**config.mk**
```make
export PLATFORM = sky130hd
export DESIGN_NAME = gdsfm_top
export DESIGN_NICKNAME = d
export VERILOG_FILES = /design/src/core/gdsfm_pkg.sv /design/src/core/gdsfm_filter.sv /design/src/core/gdsfm_dead_time.sv /design/src/core/gdsfm_top.sv
export SDC_FILE = /design/constraint.sdc
export NUM_CORES = 1
export LEC_CHECK = 0
export BUFFER_PORTS_ARGS = -buffer_cell sky130_fd_sc_hd__clkbuf_2
export CAP_MARGIN = 20
export CORE_ASPECT_RATIO = 0.8
export CORE_MARGIN = 5
export CORE_UTILIZATION = 25
export CTS_BUF_LIST = sky130_fd_sc_hd__clkbuf_2
export CTS_CLUSTER_SIZE = 24
export DETAILED_ROUTE_END_ITERATION = 12
export GPL_TIMING_DRIVEN = 0
export PLACE_DENSITY = 0.37
export SLEW_MARGIN = 20
export SYNTH_ARGS = -nofsm -noshare
export SYNTH_HDL_FRONTEND = slang
export SYNTH_HIERARCHICAL = 1
export SYNTH_SLANG_ARGS = --single-unit
```
**constraint.sdc**
```tcl
create_clock -name core_clk -period 3.58 [get_ports core_clk]
set_input_delay 0.358 -clock core_clk [delete_from_list [all_inputs] [get_ports core_clk]]
set_output_delay 0.358 -clock core_clk [all_outputs]
set_load 0.01 [all_outputs]
```
**src/core/gdsfm_pkg.sv**
```systemverilog
// Package with register map, field layout, reset values and timing constants of the supply fault monitor.
package gdsfm_pkg;

  // ****************************************
  // Clock and timing
  // ****************************************
  localparam int CLK_PERIOD_NS = 10;

  // Least times round up to whole cycles and never fall below one cycle.
  function automatic int ceil_cycles(input int time_ns);
    int c;
    c = (time_ns + CLK_PERIOD_NS - 1) / CLK_PERIOD_NS;
    return (c < 1) ? 1 : c;
  endfunction

  localparam int MUTE_TIME_NS = 10000;
  localparam int MUTE_CYC = ceil_cycles(MUTE_TIME_NS);
  localparam int DEGLITCH_BASE_NS = 1000;
  localparam int DEGLITCH_BASE_CYC = ceil_cycles(DEGLITCH_BASE_NS);
  localparam int DEAD_BASE_NS = 15;
  localparam int DEAD_BASE_CYC = ceil_cycles(DEAD_BASE_NS);
  localparam int DEAD_STEP_NS = 20;
  localparam int DEAD_STEP_CYC = ceil_cycles(DEAD_STEP_NS);
  localparam int ILIM_DEGLITCH_NS = 30000;
  localparam int ILIM_DEGLITCH_CYC = ceil_cycles(ILIM_DEGLITCH_NS);
  localparam int STARTUP_TIME_US = 2000;
  localparam int STARTUP_CYC_DEFAULT = STARTUP_TIME_US * 1000 / CLK_PERIOD_NS;

  localparam int FILT_W = 16;
  localparam int DEAD_W = 8;
  localparam int MUTE_W = 16;
  localparam int START_W = 24;

  // ****************************************
  // Register offsets (byte addresses)
  // ****************************************
  localparam logic [7:0] OFF_PRI_STATUS = 8'h00;
  localparam logic [7:0] OFF_SEC_STATUS = 8'h04;
  localparam logic [7:0] OFF_FAULT_MASK = 8'h08;
  localparam logic [7:0] OFF_CTRL = 8'h0c;
  localparam logic [7:0] OFF_FAILSAFE = 8'h10;
  localparam logic [7:0] OFF_STATE = 8'h14;

  // ****************************************
  // Field layout
  // ****************************************
  localparam int PRI_UV_BIT = 0;
  localparam int PRI_OV_BIT = 1;
  localparam int PRI_REG_OC_BIT = 2;
  localparam int PRI_RAIL_BIT = 3;
  localparam int PRI_FLAGS_W = 4;
  localparam int SEC_POS_UV_BIT = 0;
  localparam int SEC_POS_OV_BIT = 1;
  localparam int SEC_NEG_UV_BIT = 2;
  localparam int SEC_NEG_OV_BIT = 3;
  localparam int SEC_WARN_BIT = 4;
  localparam int SEC_FLAGS_W = 5;
  localparam int SEC_FAULT_W = 4;
  localparam int MASK_W = PRI_FLAGS_W + SEC_FAULT_W;
  localparam int CTRL_MUTE_BIT = 0;
  localparam int CTRL_DEAD_LSB = 1;
  localparam int CTRL_DEAD_W = 6;
  localparam int CTRL_DEGL_LSB = 8;
  localparam int CTRL_DEGL_W = 2;
  localparam int FS_SEL_BIT = 0;
  localparam int ST_SHUTDOWN_BIT = 0;
  localparam int ST_COMM_LOSS_BIT = 1;
  localparam int ST_MUTED_BIT = 2;
  localparam int ST_STARTED_BIT = 3;
  localparam int ST_GATE_LSB = 4;
  localparam int ST_FAULT_PIN_BIT = 6;
  localparam int ST_WARN_PIN_BIT = 7;

  // ****************************************
  // Reset values and bus answers
  // ****************************************
  localparam logic RST_MUTE_EN = 1'b0;
  localparam logic [5:0] RST_DEAD_CODE = 6'h00;
  localparam logic [1:0] RST_DEGL_CODE = 2'h0;
  localparam logic [MASK_W-1:0] RST_MASK = 8'h00;
  localparam logic RST_FS_SEL = 1'b0;
  localparam logic [1:0] RESP_OKAY = 2'h0;
  localparam logic [1:0] RESP_SLVERR = 2'h2;

endpackage

```
**src/core/gdsfm_filter.sv**
```systemverilog
// Deglitch filter: the output follows the input only after it has stood still for a set number of cycles.
`timescale 1ns/1ps
module gdsfm_filter (
  input wire logic core_clk, // System clock.
  input wire logic rst, // Asynchronous reset, active high.
  input wire logic raw, // Unfiltered input level.
  input wire logic [gdsfm_pkg::FILT_W-1:0] limit, // Cycles the input must hold, at least one.
  output logic clean // Filtered level.
);

  typedef struct packed {
    logic clean;
    logic [gdsfm_pkg::FILT_W-1:0] cnt;
  } gdsfm_filt_t;

  gdsfm_filt_t s_q, s_d;

  always_comb begin
    s_d = s_q;
    if (raw == s_q.clean) begin
      s_d.cnt = '0;
    end else if (s_q.cnt + 1'b1 >= limit) begin
      s_d.clean = raw;
      s_d.cnt = '0;
    end else begin
      s_d.cnt = s_q.cnt + 1'b1;
    end
  end

  always_ff @(posedge core_clk or posedge rst) begin
    if (rst) begin
      s_q <= '0;
    end else begin
      s_q <= s_d;
    end
  end

  assign clean = s_q.clean;

endmodule // gdsfm_filter

```
**src/core/gdsfm_dead_time.sv**
```systemverilog
// Dead-time generator: both gate drivers stay off for a programmed time before either side turns on.
`timescale 1ns/1ps
module gdsfm_dead_time (
  input wire logic core_clk, // System clock.
  input wire logic rst, // Asynchronous reset, active high.
  input wire logic demand, // Wanted gate state, high means on.
  input wire logic [gdsfm_pkg::DEAD_W-1:0] dead_cycles, // Off time between the two sides.
  output logic gate_on, // Turn-on driver active.
  output logic gate_off // Turn-off driver active.
);

  typedef struct packed {
    logic on;
    logic off;
    logic [gdsfm_pkg::DEAD_W-1:0] cnt;
  } gdsfm_dead_t;

  gdsfm_dead_t s_q, s_d;

  always_comb begin
    s_d = s_q;
    if (demand ? s_q.off : s_q.on) begin
      s_d.on = 1'b0;
      s_d.off = 1'b0;
      s_d.cnt = dead_cycles;
    end else if (!s_q.on && !s_q.off) begin
      if (s_q.cnt > 1) begin
        s_d.cnt = s_q.cnt - 1'b1;
      end else begin
        s_d.cnt = '0;
        s_d.on = demand;
        s_d.off = !demand;
      end
    end
  end

  // Reset parks the gate in the off state, never both drivers at once.
  always_ff @(posedge core_clk or posedge rst) begin
    if (rst) begin
      s_q <= '{on: 1'b0, off: 1'b1, cnt: '0};
    end else begin
      s_q <= s_d;
    end
  end

  assign gate_on = s_q.on;
  assign gate_off = s_q.off;

endmodule // gdsfm_dead_time

```
**src/core/gdsfm_top.sv**
```systemverilog
// Supply fault monitor, protection timing and gate path of an isolated gate driver, with AXI4-Lite registers.
//
// Notes on behaviour
// - Primary logic supply under- and overvoltage each set their own status flag.
// - Positive drive supply under- and overvoltage each set a secondary status flag.
// - Negative drive supply under- and overvoltage each set a secondary status flag.
// - Regulator current limit held through the deglitch interval sets the overcurrent flag.
// - Unmasked recorded faults pull the fault alarm low; masked faults other than regulator overvoltage leave it alone.
// - Primary regulator undervoltage sets the shared internal rail flag.
// - Primary regulator overvoltage latches the device off until power is cycled.
// - After that shutdown, communication loss forces the gate to the failsafe state.
// - With mute enabled, PWM is ignored for the mute time after protection faults.
// - A six-bit code selects the shoot-through dead time.
// - Primary control inputs are deglitched by an interval chosen by a two-bit code.
// - Both alarm outputs stay low until the start-up interval after supplies are ready.
// - A warning-class fault drives the warning alarm low within its delay.
// - Primary and secondary short-circuit inputs switch the gate within a bounded delay.
// - Supply, regulator and warning faults show on open-drain pins and stay readable over the bus; regulator under- and overvoltage share one flag.
//
// The register addresses and register access over AXI4-Lite were chosen for this implementation.
`timescale 1ns/1ps
module gdsfm_top #(
  parameter int STARTUP_CYCLES = gdsfm_pkg::STARTUP_CYC_DEFAULT // Start-up interval in clock cycles.
) (
  input wire logic core_clk, // System clock, 100 MHz.
  input wire logic rst, // Asynchronous reset, active high.
  input wire logic [7:0] s_axi_awaddr, // Write address.
  input wire logic s_axi_awvalid, // Write address valid.
  output logic s_axi_awready, // Write address ready.
  input wire logic [31:0] s_axi_wdata, // Write data.
  input wire logic [3:0] s_axi_wstrb, // Write byte strobes.
  input wire logic s_axi_wvalid, // Write data valid.
  output logic s_axi_wready, // Write data ready.
  output logic [1:0] s_axi_bresp, // Write response.
  output logic s_axi_bvalid, // Write response valid.
  input wire logic s_axi_bready, // Write response ready.
  input wire logic [7:0] s_axi_araddr, // Read address.
  input wire logic s_axi_arvalid, // Read address valid.
  output logic s_axi_arready, // Read address ready.
  output logic [31:0] s_axi_rdata, // Read data.
  output logic [1:0] s_axi_rresp, // Read response.
  output logic s_axi_rvalid, // Read data valid.
  input wire logic s_axi_rready, // Read data ready.
  input wire logic primary_logic_supply_uv, // Primary supply undervoltage comparator.
  input wire logic primary_logic_supply_ov, // Primary supply overvoltage comparator.
  input wire logic positive_drive_supply_uv, // Positive drive supply undervoltage comparator.
  input wire logic positive_drive_supply_ov, // Positive drive supply overvoltage comparator.
  input wire logic negative_drive_supply_uv, // Negative drive supply undervoltage comparator.
  input wire logic negative_drive_supply_ov, // Negative drive supply overvoltage comparator.
  input wire logic primary_internal_regulator_ilimit, // Regulator current limit active.
  input wire logic primary_internal_regulator_uv, // Regulator undervoltage comparator.
  input wire logic primary_internal_regulator_ov, // Regulator overvoltage comparator.
  input wire logic supplies_ready, // All supplies have reached their ready level.
  input wire logic warning_fault, // Warning-class fault detected.
  input wire logic desaturation_fault, // Desaturation fault.
  input wire logic shunt_short_fault, // Shunt short-circuit fault.
  input wire logic primary_thermal_shutdown, // Primary thermal shutdown.
  input wire logic pwm_in, // PWM input from the host.
  input wire logic short_circuit_command, // Primary active short-circuit command.
  input wire logic short_circuit_enable, // Primary active short-circuit enable.
  input wire logic secondary_short_circuit_input, // Secondary short-circuit control input.
  input wire logic fault_alarm_n_i, // Fault alarm pin level.
  output logic fault_alarm_n_o, // Fault alarm drive value.
  output logic fault_alarm_n_oe_n, // Fault alarm enable, low while pulling low.
  input wire logic warning_alarm_n_i, // Warning alarm pin level.
  output logic warning_alarm_n_o, // Warning alarm drive value.
  output logic warning_alarm_n_oe_n, // Warning alarm enable, low while pulling low.
  output logic [1:0] gate_outputs // Bit 1 turn-on driver, bit 0 turn-off driver.
);

  // ****************************************
  // State
  // ****************************************
  typedef struct packed {
    logic aw_got;
    logic [7:0] aw_addr;
    logic w_got;
    logic [31:0] w_data;
    logic [3:0] w_strb;
    logic awready;
    logic wready;
    logic bvalid;
    logic [1:0] bresp;
    logic arready;
    logic rvalid;
    logic [31:0] rdata;
    logic [1:0] rresp;
    logic [gdsfm_pkg::PRI_FLAGS_W-1:0] pri_flags;
    logic [gdsfm_pkg::SEC_FLAGS_W-1:0] sec_flags;
    logic [gdsfm_pkg::MASK_W-1:0] mask;
    logic mute_en;
    logic [gdsfm_pkg::CTRL_DEAD_W-1:0] dead_code;
    logic [gdsfm_pkg::CTRL_DEGL_W-1:0] degl_code;
    logic fs_sel;
    logic shutdown;
    logic comm_loss;
    logic [gdsfm_pkg::MUTE_W-1:0] mute_cnt;
    logic [gdsfm_pkg::START_W-1:0] start_cnt;
    logic started;
    logic fault_low;
    logic warn_low;
    logic [1:0] gate;
  } gdsfm_state_t;

  gdsfm_state_t s_q, s_d;

  // ****************************************
  // Helpers
  // ****************************************
  function automatic logic [31:0] merge_strb(input logic [31:0] old_v, input logic [31:0] new_v,
                                             input logic [3:0] strb);
    logic [31:0] r;
    r = old_v;
    for (int i = 0; i < 4; i++) begin
      if (strb[i]) begin
        r[i*8 +: 8] = new_v[i*8 +: 8];
      end
    end
    return r;
  endfunction

  function automatic logic is_mapped(input logic [7:0] a);
    return a == gdsfm_pkg::OFF_PRI_STATUS || a == gdsfm_pkg::OFF_SEC_STATUS || a == gdsfm_pkg::OFF_FAULT_MASK
        || a == gdsfm_pkg::OFF_CTRL || a == gdsfm_pkg::OFF_FAILSAFE || a == gdsfm_pkg::OFF_STATE;
  endfunction

  // Deglitch length doubles with each code step, code zero being the base interval.
  function automatic logic [gdsfm_pkg::FILT_W-1:0] deglitch_cycles(input logic [1:0] code);
    return gdsfm_pkg::FILT_W'(gdsfm_pkg::DEGLITCH_BASE_CYC << code);
  endfunction

  function automatic logic [gdsfm_pkg::DEAD_W-1:0] dead_cycles(input logic [5:0] code);
    return gdsfm_pkg::DEAD_W'(gdsfm_pkg::DEAD_BASE_CYC + int'(code) * gdsfm_pkg::DEAD_STEP_CYC);
  endfunction

  // ****************************************
  // Filtered inputs and gate timing
  // ****************************************
  logic pwm_f, sc_cmd_f, sc_en_f, ilim_f, demand, dt_on, dt_off;
  logic [gdsfm_pkg::FILT_W-1:0] io_limit;

  assign io_limit = deglitch_cycles(s_q.degl_code);

  gdsfm_filter u_pwm_filter (
    .core_clk(core_clk),
    .rst(rst),
    .raw(pwm_in),
    .limit(io_limit),
    .clean(pwm_f)
  );

  gdsfm_filter u_sc_cmd_filter (
    .core_clk(core_clk),
    .rst(rst),
    .raw(short_circuit_command),
    .limit(io_limit),
    .clean(sc_cmd_f)
  );

  gdsfm_filter u_sc_en_filter (
    .core_clk(core_clk),
    .rst(rst),
    .raw(short_circuit_enable),
    .limit(io_limit),
    .clean(sc_en_f)
  );

  // The current limit must hold for the whole interval before it counts as a fault.
  gdsfm_filter u_ilim_filter (
    .core_clk(core_clk),
    .rst(rst),
    .raw(primary_internal_regulator_ilimit),
    .limit(gdsfm_pkg::FILT_W'(gdsfm_pkg::ILIM_DEGLITCH_CYC)),
    .clean(ilim_f)
  );

  gdsfm_dead_time u_dead_time (
    .core_clk(core_clk),
    .rst(rst),
    .demand(demand),
    .dead_cycles(dead_cycles(s_q.dead_code)),
    .gate_on(dt_on),
    .gate_off(dt_off)
  );

  // Failsafe wins over everything, then short circuit, then mute, then PWM.
  always_comb begin
    if (s_q.comm_loss) begin
      demand = s_q.fs_sel;
    end else if ((sc_en_f && sc_cmd_f) || secondary_short_circuit_input) begin
      demand = 1'b1;
    end else if (s_q.mute_cnt != '0) begin
      demand = 1'b0;
    end else begin
      demand = pwm_f;
    end
  end

  // ****************************************
  // Next state
  // ****************************************
  logic aw_take, w_take, ar_take;
  logic [7:0] wr_addr;
  logic [31:0] wr_data, wr_img, rd_img;
  logic [3:0] wr_strb;
  logic do_write;
  logic [gdsfm_pkg::PRI_FLAGS_W-1:0] pri_set, pri_clr;
  logic [gdsfm_pkg::SEC_FLAGS_W-1:0] sec_set, sec_clr;
  logic trip;

  always_comb begin
    s_d = s_q;
    aw_take = s_axi_awvalid && s_q.awready;
    w_take = s_axi_wvalid && s_q.wready;
    ar_take = s_axi_arvalid && s_q.arready;
    wr_addr = aw_take ? s_axi_awaddr : s_q.aw_addr;
    wr_data = w_take ? s_axi_wdata : s_q.w_data;
    wr_strb = w_take ? s_axi_wstrb : s_q.w_strb;
    do_write = (s_q.aw_got || aw_take) && (s_q.w_got || w_take) && !s_q.bvalid;
    pri_clr = '0;
    sec_clr = '0;
    wr_img = '0;

    // Hardware sets the fault flags from the comparators every cycle.
    pri_set = '0;
    pri_set[gdsfm_pkg::PRI_UV_BIT] = primary_logic_supply_uv;
    pri_set[gdsfm_pkg::PRI_OV_BIT] = primary_logic_supply_ov;
    pri_set[gdsfm_pkg::PRI_REG_OC_BIT] = ilim_f;
    pri_set[gdsfm_pkg::PRI_RAIL_BIT] = primary_internal_regulator_uv || primary_internal_regulator_ov;
    sec_set = '0;
    sec_set[gdsfm_pkg::SEC_POS_UV_BIT] = positive_drive_supply_uv;
    sec_set[gdsfm_pkg::SEC_POS_OV_BIT] = positive_drive_supply_ov;
    sec_set[gdsfm_pkg::SEC_NEG_UV_BIT] = negative_drive_supply_uv;
    sec_set[gdsfm_pkg::SEC_NEG_OV_BIT] = negative_drive_supply_ov;
    sec_set[gdsfm_pkg::SEC_WARN_BIT] = warning_fault;

    // Write channel: address and data are taken in either order.
    if (aw_take) begin
      s_d.aw_got = 1'b1;
      s_d.aw_addr = s_axi_awaddr;
    end
    if (w_take) begin
      s_d.w_got = 1'b1;
      s_d.w_data = s_axi_wdata;
      s_d.w_strb = s_axi_wstrb;
    end
    if (do_write) begin
      s_d.aw_got = 1'b0;
      s_d.w_got = 1'b0;
      s_d.bvalid = 1'b1;
      s_d.bresp = is_mapped(wr_addr) ? gdsfm_pkg::RESP_OKAY : gdsfm_pkg::RESP_SLVERR;
      wr_img = merge_strb(32'h0000_0000, wr_data, wr_strb);
      case (wr_addr)
        gdsfm_pkg::OFF_PRI_STATUS: begin
          pri_clr = wr_img[gdsfm_pkg::PRI_FLAGS_W-1:0];
        end
        gdsfm_pkg::OFF_SEC_STATUS: begin
          sec_clr = wr_img[gdsfm_pkg::SEC_FLAGS_W-1:0];
        end
        gdsfm_pkg::OFF_FAULT_MASK: begin
          wr_img = merge_strb(32'(s_q.mask), wr_data, wr_strb);
          s_d.mask = wr_img[gdsfm_pkg::MASK_W-1:0];
        end
        gdsfm_pkg::OFF_CTRL: begin
          wr_img = merge_strb({22'h000000, s_q.degl_code, 1'b0, s_q.dead_code, s_q.mute_en}, wr_data, wr_strb);
          s_d.mute_en = wr_img[gdsfm_pkg::CTRL_MUTE_BIT];
          s_d.dead_code = wr_img[gdsfm_pkg::CTRL_DEAD_LSB +: gdsfm_pkg::CTRL_DEAD_W];
          s_d.degl_code = wr_img[gdsfm_pkg::CTRL_DEGL_LSB +: gdsfm_pkg::CTRL_DEGL_W];
        end
        gdsfm_pkg::OFF_FAILSAFE: begin
          wr_img = merge_strb({31'h0000_0000, s_q.fs_sel}, wr_data, wr_strb);
          s_d.fs_sel = wr_img[gdsfm_pkg::FS_SEL_BIT];
        end
        default: begin
          wr_img = '0;
        end
      endcase
    end else if (s_q.bvalid && s_axi_bready) begin
      s_d.bvalid = 1'b0;
    end
    s_d.awready = !s_d.aw_got && !s_d.bvalid;
    s_d.wready = !s_d.w_got && !s_d.bvalid;

    // Flags are sticky; a set in the clearing cycle wins over the clear.
    s_d.pri_flags = (s_q.pri_flags & ~pri_clr) | pri_set;
    s_d.sec_flags = (s_q.sec_flags & ~sec_clr) | sec_set;

    // Read channel.
    rd_img = '0;
    case (s_axi_araddr)
      gdsfm_pkg::OFF_PRI_STATUS: rd_img = 32'(s_q.pri_flags);
      gdsfm_pkg::OFF_SEC_STATUS: rd_img = 32'(s_q.sec_flags);
      gdsfm_pkg::OFF_FAULT_MASK: rd_img = 32'(s_q.mask);
      gdsfm_pkg::OFF_CTRL: rd_img = {22'h000000, s_q.degl_code, 1'b0, s_q.dead_code, s_q.mute_en};
      gdsfm_pkg::OFF_FAILSAFE: rd_img = {31'h0000_0000, s_q.fs_sel};
      gdsfm_pkg::OFF_STATE: begin
        rd_img[gdsfm_pkg::ST_SHUTDOWN_BIT] = s_q.shutdown;
        rd_img[gdsfm_pkg::ST_COMM_LOSS_BIT] = s_q.comm_loss;
        rd_img[gdsfm_pkg::ST_MUTED_BIT] = s_q.mute_cnt != '0;
        rd_img[gdsfm_pkg::ST_STARTED_BIT] = s_q.started;
        rd_img[gdsfm_pkg::ST_GATE_LSB +: 2] = s_q.gate;
        rd_img[gdsfm_pkg::ST_FAULT_PIN_BIT] = fault_alarm_n_i;
        rd_img[gdsfm_pkg::ST_WARN_PIN_BIT] = warning_alarm_n_i;
      end
      default: rd_img = '0;
    endcase
    if (ar_take) begin
      s_d.arready = 1'b0;
      s_d.rvalid = 1'b1;
      s_d.rdata = rd_img;
      s_d.rresp = is_mapped(s_axi_araddr) ? gdsfm_pkg::RESP_OKAY : gdsfm_pkg::RESP_SLVERR;
    end else if (s_q.rvalid && s_axi_rready) begin
      s_d.rvalid = 1'b0;
      s_d.arready = 1'b1;
    end

    // Regulator overvoltage latches off; only reset, that is a power cycle, brings it back.
    s_d.shutdown = s_q.shutdown || primary_internal_regulator_ov;
    // The secondary side sees the link drop one cycle after the primary shuts down.
    s_d.comm_loss = s_q.comm_loss || s_q.shutdown;

    // Mute restarts while any protection fault is present.
    trip = desaturation_fault || shunt_short_fault || primary_thermal_shutdown;
    if (s_q.mute_en && trip) begin
      s_d.mute_cnt = gdsfm_pkg::MUTE_W'(gdsfm_pkg::MUTE_CYC);
    end else if (s_q.mute_cnt != '0) begin
      s_d.mute_cnt = s_q.mute_cnt - 1'b1;
    end

    // Start-up interval counts from supplies ready and restarts if they drop.
    if (!supplies_ready) begin
      s_d.start_cnt = '0;
      s_d.started = 1'b0;
    end else if (!s_q.started) begin
      s_d.start_cnt = s_q.start_cnt + 1'b1;
      s_d.started = s_q.start_cnt + 1'b1 >= gdsfm_pkg::START_W'(STARTUP_CYCLES);
    end

    // Alarm pins: low during start-up, then on unmasked faults or warnings.
    s_d.fault_low = !s_q.started || s_q.shutdown
                    || ((({s_q.sec_flags[gdsfm_pkg::SEC_FAULT_W-1:0], s_q.pri_flags}) & ~s_q.mask) != '0);
    s_d.warn_low = !s_q.started || s_q.sec_flags[gdsfm_pkg::SEC_WARN_BIT];
    s_d.gate = {dt_on, dt_off};
  end

  // ****************************************
  // Registers
  // ****************************************
  always_ff @(posedge core_clk or posedge rst) begin
    if (rst) begin
      s_q <= '0;
      s_q.awready <= 1'b1;
      s_q.wready <= 1'b1;
      s_q.arready <= 1'b1;
      s_q.mask <= gdsfm_pkg::RST_MASK;
      s_q.mute_en <= gdsfm_pkg::RST_MUTE_EN;
      s_q.dead_code <= gdsfm_pkg::RST_DEAD_CODE;
      s_q.degl_code <= gdsfm_pkg::RST_DEGL_CODE;
      s_q.fs_sel <= gdsfm_pkg::RST_FS_SEL;
      s_q.fault_low <= 1'b1;
      s_q.warn_low <= 1'b1;
      s_q.gate <= 2'h1;
    end else begin
      s_q <= s_d;
    end
  end

  assign s_axi_awready = s_q.awready;
  assign s_axi_wready = s_q.wready;
  assign s_axi_bvalid = s_q.bvalid;
  assign s_axi_bresp = s_q.bresp;
  assign s_axi_arready = s_q.arready;
  assign s_axi_rvalid = s_q.rvalid;
  assign s_axi_rdata = s_q.rdata;
  assign s_axi_rresp = s_q.rresp;
  // Open-drain pins only ever pull low; the external pull-up makes the high level.
  assign fault_alarm_n_o = 1'b0;
  assign fault_alarm_n_oe_n = !s_q.fault_low;
  assign warning_alarm_n_o = 1'b0;
  assign warning_alarm_n_oe_n = !s_q.warn_low;
  assign gate_outputs = s_q.gate;

endmodule // gdsfm_top

```
# == Word-level counts from Yosys, hierarchy flattened ==
# Index checks and enable logic that the tools add are counted.
# totals
wordCells,181
inputBits,79
reg_bits,239
output_inout_bits,47
# op_classes
magnitude_cmp,6
reduce_logical,59
n_mux,40
addsub,8
shifts,1
n_bitwise,12
n_eq_ne,16
# op_table
operator,n
2-to-1 mux 16 bit,10
adder 16 x 1 -> 16 bit (second input constant),4
2-to-1 mux 25 bit,2
greater-or-equal comparator 16 bit,3
one-hot mux 8 bit (6 select lines),1
2-to-1 mux 37 bit,1
equality test 8 x 4 -> 1 bit (second input constant),4
equality test 8 x 5 -> 1 bit (second input constant),4
2-to-1 mux 10 bit,3
adder 24 x 1 -> 24 bit (second input constant),1
greater-or-equal comparator 24 x 18 -> 1 bit (second input constant),1
logical OR 1 bit,21
equality test 8 x 3 -> 1 bit (second input constant),2
greater-or-equal comparator 16 x 12 -> 1 bit (second input constant),1
zero test 8 bit,2
2-to-1 mux 8 bit,2
nonzero test 16 bit,1
<< shifter 7 x 2 -> 16 bit (first input constant),1
subtractor 16 x 1 -> 16 bit (second input constant),1
2-to-1 mux 5 bit,3
2-to-1 mux 2 bit,7
logical AND 1 bit,12
AND reduction 3 bit,4
zero test 1 bit,10
21 further kinds,41

# == Depth between registers and ports, before layout ==
# Gate-level depths: netlist of the first run.
# depth
ltp_word,9
mapped_depth,12
mapped_depth_nobuf,11

# == By module ==
# The synthesis of the first run kept the hierarchy.
# by_module_without_submodules
module,seq_area_each_um2,instances,area_per_inst_um2,cells_per_inst
gdsfm_top,2835.2,1,6028.3,575
gdsfm_filter,425.4,4,1275.0,130
gdsfm_dead_time,251.5,1,650.6,70

# == Worst setup path before layout of the first run ==
# No wires, ideal clock.
# synth_timing
path_type,flip-flop to flip-flop
from,reg u_pwm_filter/s_q[0] (netlist bit)
to,reg u_pwm_filter.s_q (netlist bit u_pwm_filter/clean)
period_less_slack_ns,2.966
n_path_buf,0
t_required_ns,3.455
stages_incl_launch_ff,12
setup_ns,0.125
setup_slack_ns,0.614
arrival_ns,2.841
path_cell_list,dfrtp_1 > ha_1 > nand4_1 > nor3_1 > nand3_1 > xnor2_1 > ha_1 > nand4_2 > nor3_2 > or4b_4 > nand3_1 > mux2_2
# synth_via
elab_chain_cells,3
# synth_lines
item,line_no,rtl
"start, declared",gdsfm_filter.sv:16,"gdsfm_filt_t s_q, s_d;"
"start signal, assigned",gdsfm_filter.sv:32,s_q <= '0;
"start signal, assigned",gdsfm_filter.sv:34,s_q <= s_d;
adder 16 x 1 -> 16 bit,gdsfm_filter.sv:22,end else if (s_q.cnt + 1'b1 >= limit) begin
greater-or-equal comparator 16 bit,gdsfm_filter.sv:22,
AND reduction 2 bit (no source line),n/a,
# No other way between the ends.
# A chain may end at the register's enable or synchronous reset.

# == Worst setup path in the final report of the first run ==
# layout_timing
from,reg u_sc_en_filter/s_q[0] (netlist bit)
to,reg u_sc_en_filter.s_q (netlist bit u_sc_en_filter/clean)
# layout_via
elab_chain_cells,3
# layout_lines
item,line_no
"start, declared",gdsfm_filter.sv:16
"start signal, assigned",gdsfm_filter.sv:32
"start signal, assigned",gdsfm_filter.sv:34
adder 16 x 1 -> 16 bit,gdsfm_filter.sv:22
greater-or-equal comparator 16 bit,gdsfm_filter.sv:22
AND reduction 2 bit (no source line),n/a
# No other way between the ends.

==> key figures, run 1 <==
Outcome
  • Status: complete, no violations

Die
  • Die X: between 200 and 300 um
  • Core Region: around 47,000 sq um
  • Num rows: 71
  • Die H: between 200 and 250 um
  • IO Pins: 126
  • Initial Util: roughly a quarter
  • Die area: slightly above 50,000 sq um

Layout
  • Layout cells sized above 1: 20.90%
  • Area Growth Syn to Fin: 19.87%
  • Fin cells: 2,024
  • Final Util: a little under a third
  • Nets: approximately 1,500

Clock tree
  • CTS Buf Count: 17
  • Clock root buffer: clkbuf_2
  • Worst-Skew Late Latency: about 0.86 ns
  • Longest Clk Path Bufs: 2
  • Clk slew on worst S/H paths: 0.32 ns
  • Clk sink count: 191
  • CTS tree: yes
  • CTS H-tree depth: 4

Synthesis
  • Async S/R FF share, synth: 100.0%
  • Ys Warns: 6
  • Sequential-to-total area share from yosys stat: 40.65%
  • Synthesized flop and latch total: ~190
  • Mean post-synth cell area: approximately 10 sq um
  • Synth Instances: about 1,200
  • Main flop type after synthesis: dfrtp_1
  • Post-synth EDFFs: 0
  • Mapped cell area: 11,780 sq um
  • Distinct cells, synth: 75

Timing
  • Fin. max-slew vios: 0
  • Setup violations, final: 0
  • Worst Skew: about 0.05 ns
  • Max-slew headroom: a little under half
  • Hold Violations, Final: 0
  • Fin crit share: between 90% and 100%
  • Max Freq: between 0.3 and 0.4 GHz
  • Tightest Pin Transition: between 0.7 and 0.8 ns
  • Final Critical Period: ~3.3 ns
  • Final Hold Slack: between 0.15 and 0.2 ns
  • RSZ-0062 raised after global routing: false

Global route
  • Global Route Usage Sum: 11.67%
  • Largest net degree at the start of global routing: 74
  • First-pass GRT wire length: about 48,000 um
  • Number of global-route vias before repair: 8,629
  • Grt total ovfl: 0
  • Initial antenna violation count: 2

Drt
  • Post-DRT Antenna Nets: 0
  • Wire length per cell: 14.52 um
  • Met2 WL: approximately 13,000 um
  • Routed metal-1 wirelength: approximately 16,000 um
  • Uppermost routed layer: met4
  • Met3 WL: approximately 890 um
  • Via Count: between 8,000 and 9,000
  • Pre-antenna DRT Iters: 6
  • Final wirelength: between 20,000 and 30,000 um
  • Initial DRC count: about 420
  • Vias/cell: about 4.2
  • DRC errors left: 0

Placed design
  • Placed cells: roughly 1,900
  • Placer Congestion: between 0.7 and 0.8
  • DP HPWL: 22,090 um
  • Number of port buffers: 74

Worst setup path
  • WP data arrival: roughly 4 ns
  • Critical-path cell list: ha_1 > nand4_1 > nor3_2 > nand3_1 > xnor2_1 > ha_1 > nand4_2 > nor3_2 > or4b_4 > nand3_1 > mux2_2
  • Largest stage delay, worst path: 0.51 ns
  • CP max FO: 5
  • R2r worst-path depth: 11
  • Crit path max-delay cell type: or4b_4
  • CP Capture Type: register
  • Required time worst endpoint: between 4 and 5 ns
  • Startpoint types: register
  • Kind of critical path: reg -> reg

Power and ir drop
  • Pwr/cell area: approximately 370 nW/um^2
  • P_leak: 0.006638 uW
  • Peak VDD IR: 0.0001599 V

Worst hold path
  • Worst hold path type: in -> reg
  • Worst hold path cell count: 5

Job
  • Max Cap Violations: 0
==> power by group <==
group          switching, uW  internal, uW
Combinational            744           672
Clock                    866           261
Sequential               260          2480
Total                   1870          3420
==> path summary, 6_finish.rpt <==
kind	startpoint	to	slack [ns]
worst max-delay path	u_sc_en_filter/s_q[0]	u_sc_en_filter/clean	0.28
worst min-delay path	s_axi_araddr[0]	s_axi_rdata[3]	0.16
worst max register to register	u_sc_en_filter/s_q[0]	u_sc_en_filter/clean	0.28
worst min register to register	u_dead_time/gate_off	gate_outputs[0]	0.37
max in group asynchronous	rst	s_q[2]	2.64
min in group asynchronous	rst	s_q[51]	0.22
==> stage by stage <==
step / power, uW / TNS, ns / area [sq um] / worst slack, ns
detailed placement: 4123 / -0.2230 / 13200 / -0.08960
floorplan: 3710 / 0 / 12020 / 0.2446
global route: 5691 / 0 / 14120 / 0.02645
CTS: 5396 / 0 / 14070 / 0.03306
finish: 5287 / 0 / 14120 / 0.2762
global placement: 4107 / -211.15 / 13170 / -1.944
==> area by class of cell <==
| class | instances | area, sq um |
|---|---|---|
| well taps | 620 | 775.7 |
| fillers | 4936 | 32700 |
| inverters | 99 | 379.1 |
| diodes | 2 | 5.005 |
| flip-flops and latches | 191 | 4790 |
| repair buffers | 140 | 1046 |
| clock inverters | 15 | 137.6 |
| multi-input cells | 876 | 6455 |
| clock buffers | 17 | 85.08 |
| plain buffers | 64 | 446.7 |
==> worst max-delay path, delay by kind of cell, from the launching register on <==
| family | cells | cell delay (ns) |
|---|---|---|
| xor gates and xnor gates | 1 | 0.16 |
| DFF | 1 | 0.50 |
| and+or+nand+nor | 7 | 1.71 |
| muxes | 1 | 0.33 |
| adders and majority gates | 2 | 0.55 |
==> layer usage <==
layer  vias up  track usage (%)
met1      4141            17.48
met4         0            2.558
met2        86            17.26
li1       4347                -
met5         -                0
met3        13            2.481
==> sequential cells by signal, summed over array words and instances (netlist names), 2 cells and up <==
| register | flops |
|---|---|
| s_q | 94 |
| u_ilim_filter/s_q | 16 |
| u_pwm_filter/s_q | 16 |
| u_sc_cmd_filter/s_q | 16 |
| u_sc_en_filter/s_q | 16 |
| s_axi_rdata | 10 |
| u_dead_time/s_q | 8 |
| gate_outputs | 2 |
==> kinds of logic after synthesis <==
logic type	after synthesis	share of synthesized area, %
other cells	2	0.06376
flops	191	40.65
mux	59	6.108
simple gates	442	22.56
buf+inv	163	6.947
fa+ha+maj	77	8.179
xor+xnor	100	7.436
compound gates	131	8.052
==> synthesized netlist by cell type (15+ instances only) <==
library cell    n  area, sq um
a21o_1         17        127.6
a21oi_1        26        130.1
and2_1         20        125.1
and3_1         15        93.84
buf_4          42        315.3
dfrtp_1       184         4604
ha_1           77        963.4
inv_1          99        371.6
mux2_2         37        416.7
nand2_1        89        334.1
nand3_1        43        215.2
nor2_1         68        255.2
nor2b_1        32        200.2
nor2b_2        32        280.3
nor3_1         29        145.1
o21ai_0        30        150.1
xnor2_1        49        429.2
xor2_1         51        446.7
==> timing repair <==
action,CTS,global route
hold buffers,64,0
endpoints found under the hold margin,352,0
resized for setup,0,8
endpoints found under the setup margin,6,56
pin swaps,1,0
setup buffers,1,0
==> cell usage in the layout, fill, tap and decap left out, drive strengths merged, types with 9 or more instances in the layout <==
cell type    Yosys  final
xor2            51     51
a22oi            9      9
nor3            34     34
nand3           43     43
nor2b           64     64
clkbuf          12    103
nand4           22     22
and3            16     16
buf             52     54
conb             2     67
ha              77     77
nor2            69     69
dlygate4sd3      0     64
nor4            16     16
nand2b          14     14
xnor2           49     49
a21o            17     17
or3             10     10
nand2           89     89
mux2            46     46
o21ai           31     31
mux2i           10     10
and2            20     20
dfrtp          184    184
a21oi           26     26
inv             99    104
Power figures use the tool's default switching activity.
==> inputs of run 2 (changes only) <==
--- a/config.mk
+++ b/config.mk
@@ -10,8 +10,8 @@
 export CORE_ASPECT_RATIO = 0.8
 export CORE_MARGIN = 5
 export CORE_UTILIZATION = 25
-export CTS_BUF_LIST = sky130_fd_sc_hd__clkbuf_2
-export CTS_CLUSTER_SIZE = 24
+export CTS_BUF_LIST = sky130_fd_sc_hd__clkbuf_8
+export CTS_CLUSTER_SIZE = 40
 export DETAILED_ROUTE_END_ITERATION = 12
 export GPL_TIMING_DRIVEN = 0
 export PLACE_DENSITY = 0.37
==> run 2 against run 1 <==
- critical path depth down 2
- wire length down 1.2%
- global-route usage down 0.16 points
- via count decreased by 3.4%
- flip-flop and latch count is the same
- total power is 4.9% higher
- sequential power barely moved
- sequential share of layout area increased by 1.1 points
- count of clock-buffer cells in the layout up 1
- setup slack lost 0.020 ns
- largest cell class unchanged
- largest power group unchanged
==> key figures, run 2 (synthesized netlist as in run 1, its figures left out) <==
Die
  • Die H: 204.1 um (unchanged)
  • IO Pins: 126 (unchanged)
  • Die area: 51,580 sq um (unchanged)
  • Core Region: 46,820 sq um (unchanged)
  • Num rows: 71 (unchanged)
  • Die X: 252.7 um (unchanged)
  • Initial Util: 25.16% (unchanged)

Outcome
  • Status: complete, no violations

Drt
  • Final wirelength: 29,040 um (-1.2%)
  • Via Count: 8,298 (-3.4%)
  • Wire length per cell: 14.79 um (+1.8%)
  • Pre-antenna DRT Iters: 4 (-2)
  • Vias/cell: 4.225 (-0.41%)
  • DRC errors left: 0 (unchanged)
  • Initial DRC count: 427 (+0.95%)
  • Post-DRT Antenna Nets: 0 (unchanged)

Layout
  • Most frequent cells in the layout: 184 x dfrtp_1, 98 x inv_1, 89 x nand2_1
  • FILL cells: 4,947 (+0.22%)
  • Most flops, register: s_q
  • Layout cells sized above 1: 21.82% (+0.92 points)
  • Area Growth Syn to Fin: 16.12%
  • Largest register FFs: 94 (unchanged)
  • Final Util: 29.22% (-0.94 points)
  • Nets: 1,486 (-3.8%)
  • Most common cell after layout, fill and taps aside: dfrtp_1

Worst setup path
  • CP Capture Type: register
  • Critical-path cell list: or4_4 > nor4_1 > nor4b_4 > a221o_1 > mux2_2 > mux2_2 > buf_2 > a32oi_1 > nand2_1
  • Largest stage delay, worst path: 0.59 ns (+0.08 ns)
  • Crit path max-delay cell type: or4_4
  • Reg2Reg Capture Point: u_dead_time/s_q[6]
  • Reg2reg setup slack: 0.26 ns (-0.02 ns)
  • Required time worst endpoint: 3.98 ns (-0.38 ns)
  • Startpoint types: register
  • CP max FO: 10 (+5)
  • Worst Setup SP: s_q[36]
  • FF-to-FF Start: s_q[36]
  • R2r worst-path depth: 9 (-2)
  • WP data arrival: 3.72 ns (-0.36 ns)
  • Worst Setup EP: u_dead_time/s_q[6]
  • Most common cell on crit path: mux2_2
  • Kind of critical path: reg -> reg

Global route
  • Global Route Usage Sum: 11.52% (-0.16 points)
  • Number of global-route vias before repair: 8,312 (-3.7%)
  • Initial antenna violation count: 1 (-1)
  • Largest net degree at the start of global routing: 74 (unchanged)
  • First-pass GRT wire length: 46,640 um (-2.0%)
  • Grt total ovfl: 0 (unchanged)

Timing
  • RSZ-0062 raised after global routing: false
  • Final Critical Period: 3.324 ns (+0.02020 ns)
  • Final Hold Slack: 0.05620 ns (-0.1027 ns)
  • Tightest Pin Transition: 0.7874 ns (-0.009789 ns)
  • Fin. max-slew vios: 0 (unchanged)
  • Setup violations, final: 0 (unchanged)
  • Fin crit share: 92.85% (+0.56 points)
  • Worst Skew: 0.01633 ns (-0.03230 ns)
  • Max-slew headroom: 47.51% (+0.65 points)
  • Max Freq: 0.3008 GHz (-0.61%)
  • Hold Violations, Final: 0 (unchanged)

Clock tree
  • CTS H-tree depth: 4 (unchanged)
  • Clk sink count: 191 (unchanged)
  • CTS Buf Count: 17 (unchanged)
  • Clock root buffer: clkbuf_8
  • Clk slew on worst S/H paths: 0.11 ns (-0.21 ns)
  • Worst-Skew Late Latency: 0.51 ns (-0.35 ns)
  • Longest Clk Path Bufs: 2 (unchanged)
  • CTS tree: yes

Power and ir drop
  • P_leak: 0.006461 uW (-2.7%)
  • Peak VDD IR: 0.0002305 V (+44%)
  • Pwr/cell area: 405.5 nW/um^2 (+8.3%)

Worst hold path
  • Worst hold path type: in -> async

Placed design
  • Placer Congestion: 0.7385 (unchanged)
  • DP HPWL: 22,090 um (unchanged)
  • Number of port buffers: 74 (unchanged)

Job
  • Max Cap Violations: 0 (unchanged)
[run 2: stage by stage]
step	setup slack, ns	instances	TNS [ns]	total power [uW]	instance area [sq um]
2_1_floorplan	0.2446	1230	0	3710	12020
3_3_place_gp	-1.944	1924	-211.15	4107	13170
3_5_place_dp	-0.08960	1925	-0.2230	4123	13200
4_1_cts	0.05195	1962	0	5658	13630
5_1_grt	0.002940	1964	0	5947	13680
6_report	0.2560	1964	0	5546	13680
[run 2: worst min path at each step]
stage / start / to
after floorplan: rst / u_dead_time/gate_on
after global placement: u_dead_time/gate_off / gate_outputs[0]
after detailed placement: u_dead_time/gate_off / gate_outputs[0]
after CTS: primary_logic_supply_ov / s_q[71]
after global routing: warning_fault / s_q[69]
final: rst / s_q[51]
[run 2: final cells by class]
cell class,instances,area (sq um),share of cell area [%]
flip-flops and latches,191,4788,35.01
well taps,620,775.7,5.671
diodes,1,2.502,0.01829
multi-input cells,876,6449,47.15
clock inverters,14,133.9,0.9788
inverters,99,379.1,2.772
plain buffers,64,446.7,3.266
clock buffers,18,247.7,1.811
repair buffers,81,455.4,3.330
[run 2: power by group]
group	switching, uW	internal [uW]	total (uW)
sequential	258	2480	2740
combinational	728	602	1330
clock	897	580	1480
[run 2: layer usage]
| metal | track usage [%] | routed length, um | vias to the layer above |
|---|---|---|---|
| met5 | 0 | 0 | - |
| met2 | 16.75 | 12280 | 81 |
| li1 | - | - | 4219 |
| met1 | 17.29 | 15560 | 3985 |
| met4 | 2.791 | 331 | 0 |
| met3 | 2.570 | 866 | 13 |
[run 2: critical path, delay by kind of cell (launching register included)]
kind / cells / cell delay, ns
and+or+nand+nor: 4 / 1.43
buffers and inverters: 1 / 0.19
muxes: 2 / 0.61
DFF: 1 / 0.44
AOI/OAI and AO/OA: 2 / 0.54
[run 2: what timing repair did]
action                                  in CTS  in global routing
endpoints found under the hold margin        4                  1
resized for setup                            0                  6
hold buffers                                 4                  1
buffers inserted                             1                  0
endpoints found under the setup margin       6                 56
pin swaps                                    1                  0
==> inputs of run 3 (changes only) <==
--- a/config.mk
+++ b/config.mk
@@ -11,10 +11,12 @@
 export CORE_MARGIN = 5
 export CORE_UTILIZATION = 25
 export CTS_BUF_LIST = sky130_fd_sc_hd__clkbuf_8
+export CTS_CLUSTER_DIAMETER = 150
 export CTS_CLUSTER_SIZE = 40
 export DETAILED_ROUTE_END_ITERATION = 12
 export GPL_TIMING_DRIVEN = 0
 export PLACE_DENSITY = 0.37
+export RECOVER_POWER = 100
 export SLEW_MARGIN = 20
 export SYNTH_ARGS = -nofsm -noshare
 export SYNTH_HDL_FRONTEND = slang
==> constraint.sdc (replaced) <==
create_clock -name core_clk -period 3.23 [get_ports core_clk]
set_input_delay 0.323 -clock core_clk [delete_from_list [all_inputs] [get_ports core_clk]]
set_output_delay 0.323 -clock core_clk [all_outputs]
set_load 0.01 [all_outputs]
==> run 3 against run 2 <==
- the run now ends with capacitance limit, slew limit left
- critical path depth is 2 higher
- clock power is 11% higher
- worst hold slack better by 0.0070 ns
- critical path type unchanged
- setup slack worse by 0.11 ns
- sequential share of layout area is 1.1 points lower
- largest cell class unchanged
- largest power group unchanged
==> key figures, run 3 (synthesized netlist as in run 1, its figures left out) <==
Placed design
  • Placer Congestion: 0.7155 (-3.1%)
  • DP HPWL: 22,210 um (+0.54%)
  • Number of port buffers: 74 (unchanged)
  • Cell Area, Placed: 13,250 sq um (+0.37%)

Global route
  • Grt total ovfl: 0 (unchanged)
  • Number of global-route vias before repair: 8,567 (+3.1%)
  • Initial antenna violation count: 0 (-1)
  • Global Route Usage Sum: 11.66% (+0.14 points)
  • Largest net degree at the start of global routing: 30 (-59%)
  • First-pass GRT wire length: 47,530 um (+1.9%)

Timing
  • Max Freq: 0.3244 GHz (+7.8%)
  • Max-slew headroom: -8.075% (-56 points)
  • Fin crit share: 95.45% (+2.6 points)
  • Final Critical Period: 3.083 ns (-0.2411 ns)
  • Worst Skew: 0.01710 ns (+0.0007728 ns)
  • Hold Violations, Final: 0 (unchanged)
  • Tightest Pin Transition: 1.621 ns (+0.8337 ns)
  • Fin. max-slew vios: 30 (+30)
  • Setup violations, final: 0 (unchanged)
  • Final Hold Slack: 0.06316 ns (+0.006960 ns)
  • RSZ-0062 raised after global routing: true

Clock tree
  • Clk slew on worst S/H paths: 0.10 ns (about the same)
  • CTS H-tree depth: 4 (unchanged)
  • CTS tree: yes
  • Worst-Skew Late Latency: 0.50 ns (about the same)
  • Clock root buffer: clkbuf_8
  • Longest Clk Path Bufs: 2 (unchanged)
  • CTS Buf Count: 17 (unchanged)
  • Clk sink count: 191 (unchanged)

Drt
  • Final wirelength: 29,360 um (+1.1%)
  • Post-DRT Antenna Nets: 0 (unchanged)
  • Initial DRC count: 311 (-27%)
  • Pre-antenna DRT Iters: 5 (+1)
  • DRC errors left: 0 (unchanged)
  • Wire length per cell: 14.68 um (-0.72%)
  • Vias/cell: 4.254 (+0.69%)
  • Via Count: 8,508 (+2.5%)

Outcome
  • Status: finished with violations
  • Violated checks: capacitance limit, slew limit

Layout
  • Design area: 14,150 sq um (+3.4%)
  • Area Growth Syn to Fin: 20.13%
  • Diode count: 0 (-1)
  • Most flops, register: s_q
  • Layout cells sized above 1: 21.67% (-0.15 points)
  • Nets: 1,523 (+2.5%)
  • Most common cell after layout, fill and taps aside: dfrtp_1
  • Largest register FFs: 94 (unchanged)
  • Most frequent cells in the layout: 178 x dfrtp_1, 99 x inv_1, 88 x nand2_1

Worst setup path
  • CP Capture Type: register
  • Reg2Reg Capture Point: u_sc_en_filter/clean
  • Worst Setup EP: u_sc_en_filter/clean
  • WP data arrival: 3.47 ns (-0.25 ns)
  • R2r worst-path depth: 11 (+2)
  • CP max FO: 3 (-7)
  • Kind of critical path: reg -> reg
  • Worst Setup SP: u_sc_en_filter/s_q[1]
  • Reg2reg setup slack: 0.15 ns (-0.11 ns)
  • Startpoint types: register
  • FF-to-FF Start: u_sc_en_filter/s_q[1]
  • Required time worst endpoint: 3.62 ns (-0.36 ns)

Die
  • Core Region: 46,820 sq um (unchanged)
  • Die H: 204.1 um (unchanged)
  • Die X: 252.7 um (unchanged)
  • Initial Util: 25.16% (unchanged)
  • Die area: 51,580 sq um (unchanged)
  • Num rows: 71 (unchanged)
  • IO Pins: 126 (unchanged)

Power and ir drop
  • P_leak: 0.006678 uW (+3.4%)
  • Pwr/cell area: 437.0 nW/um^2 (+7.8%)
  • Peak VDD IR: 0.0002044 V (-11%)

Job
  • Max Cap Violations: 1 (+1)

Worst hold path
  • Worst hold path type: in -> reg
-- run 3: report_power, final --
part / internal [uW] / leakage, uW / switching (uW)
registers: 2750 / 0.00245 / 306
clock network: 707 / 0.000200 / 940
logic: 666 / 0.00403 / 819
-- run 3: final cells by class --
cell class / count / area, sq um
fill: 4925 / 32670
multi-input combinational: 876 / 6674
sequential: 191 / 4796
tap: 620 / 775.7
timing repair buffer: 118 / 705.7
buffer: 64 / 435.4
inverter: 99 / 372.9
clock buffer: 18 / 247.7
clock inverter: 14 / 142.6
-- run 3: metal layers --
| metal | GRT usage, % | wire [um] | part of all wire [%] |
|---|---|---|---|
| met1 | 17.30 | 15320 | 52 |
| met2 | 17.60 | 12970 | 44 |
| met3 | 2.583 | 895 | 3.0 |
| met4 | 2.112 | 180 | 0.61 |
| met5 | 0 | 0 | 0 |
-- run 3: metrics by stage --
stage / worst slack [ns] / utilization, % / cells / setup TNS [ns] / power [uW]
final: 0.1471 / 30.22 / 2000 / 0 / 6183
after floorplan: 0.2639 / - / 1230 / 0 / 4112
after CTS: 0.00007461 / 29.63 / 1975 / 0 / 6320
after global routing: -0.02755 / 30.22 / 2000 / -0.2347 / 6629
after detailed placement: -0.4305 / 28.31 / 1928 / -11.43 / 4581
after global placement: -0.5285 / 28.14 / 1924 / -12.72 / 4556
-- run 3: worst min path at each step --
stage,slack [ns],to,startpoint,cells past startpoint
6_report,0.06,s_q[73],primary_internal_regulator_uv,3
5_1_grt,0.005,s_q[73],primary_internal_regulator_uv,3
4_1_cts,0.01,s_q[73],primary_internal_regulator_uv,3
3_5_place_dp,0.36,gate_outputs[0],u_dead_time/gate_off,0
3_3_place_gp,0.35,gate_outputs[0],u_dead_time/gate_off,0
2_1_floorplan,0.16,u_dead_time/gate_on,rst,1
-- run 3: what timing repair did --
item	CTS	global route
gates resized for setup	14	38
pin swaps	9	26
setup buffers	4	25
hold buffers	11	0
setup endpoints to repair	76	57
gates cloned	0	0
hold endpoints to repair	16	0
-- run 3: critical path, cell delays in order (launching register included) --
cell     delay, ns
dfrtp_1       0.44
ha_4          0.17
nand4_1       0.19
nor3_4        0.30
nand3_2       0.12
xnor2_2       0.16
ha_1          0.31
nand4_2       0.14
nor3_2        0.22
or4b_4        0.52
nand3_2       0.09
mux2_4        0.30
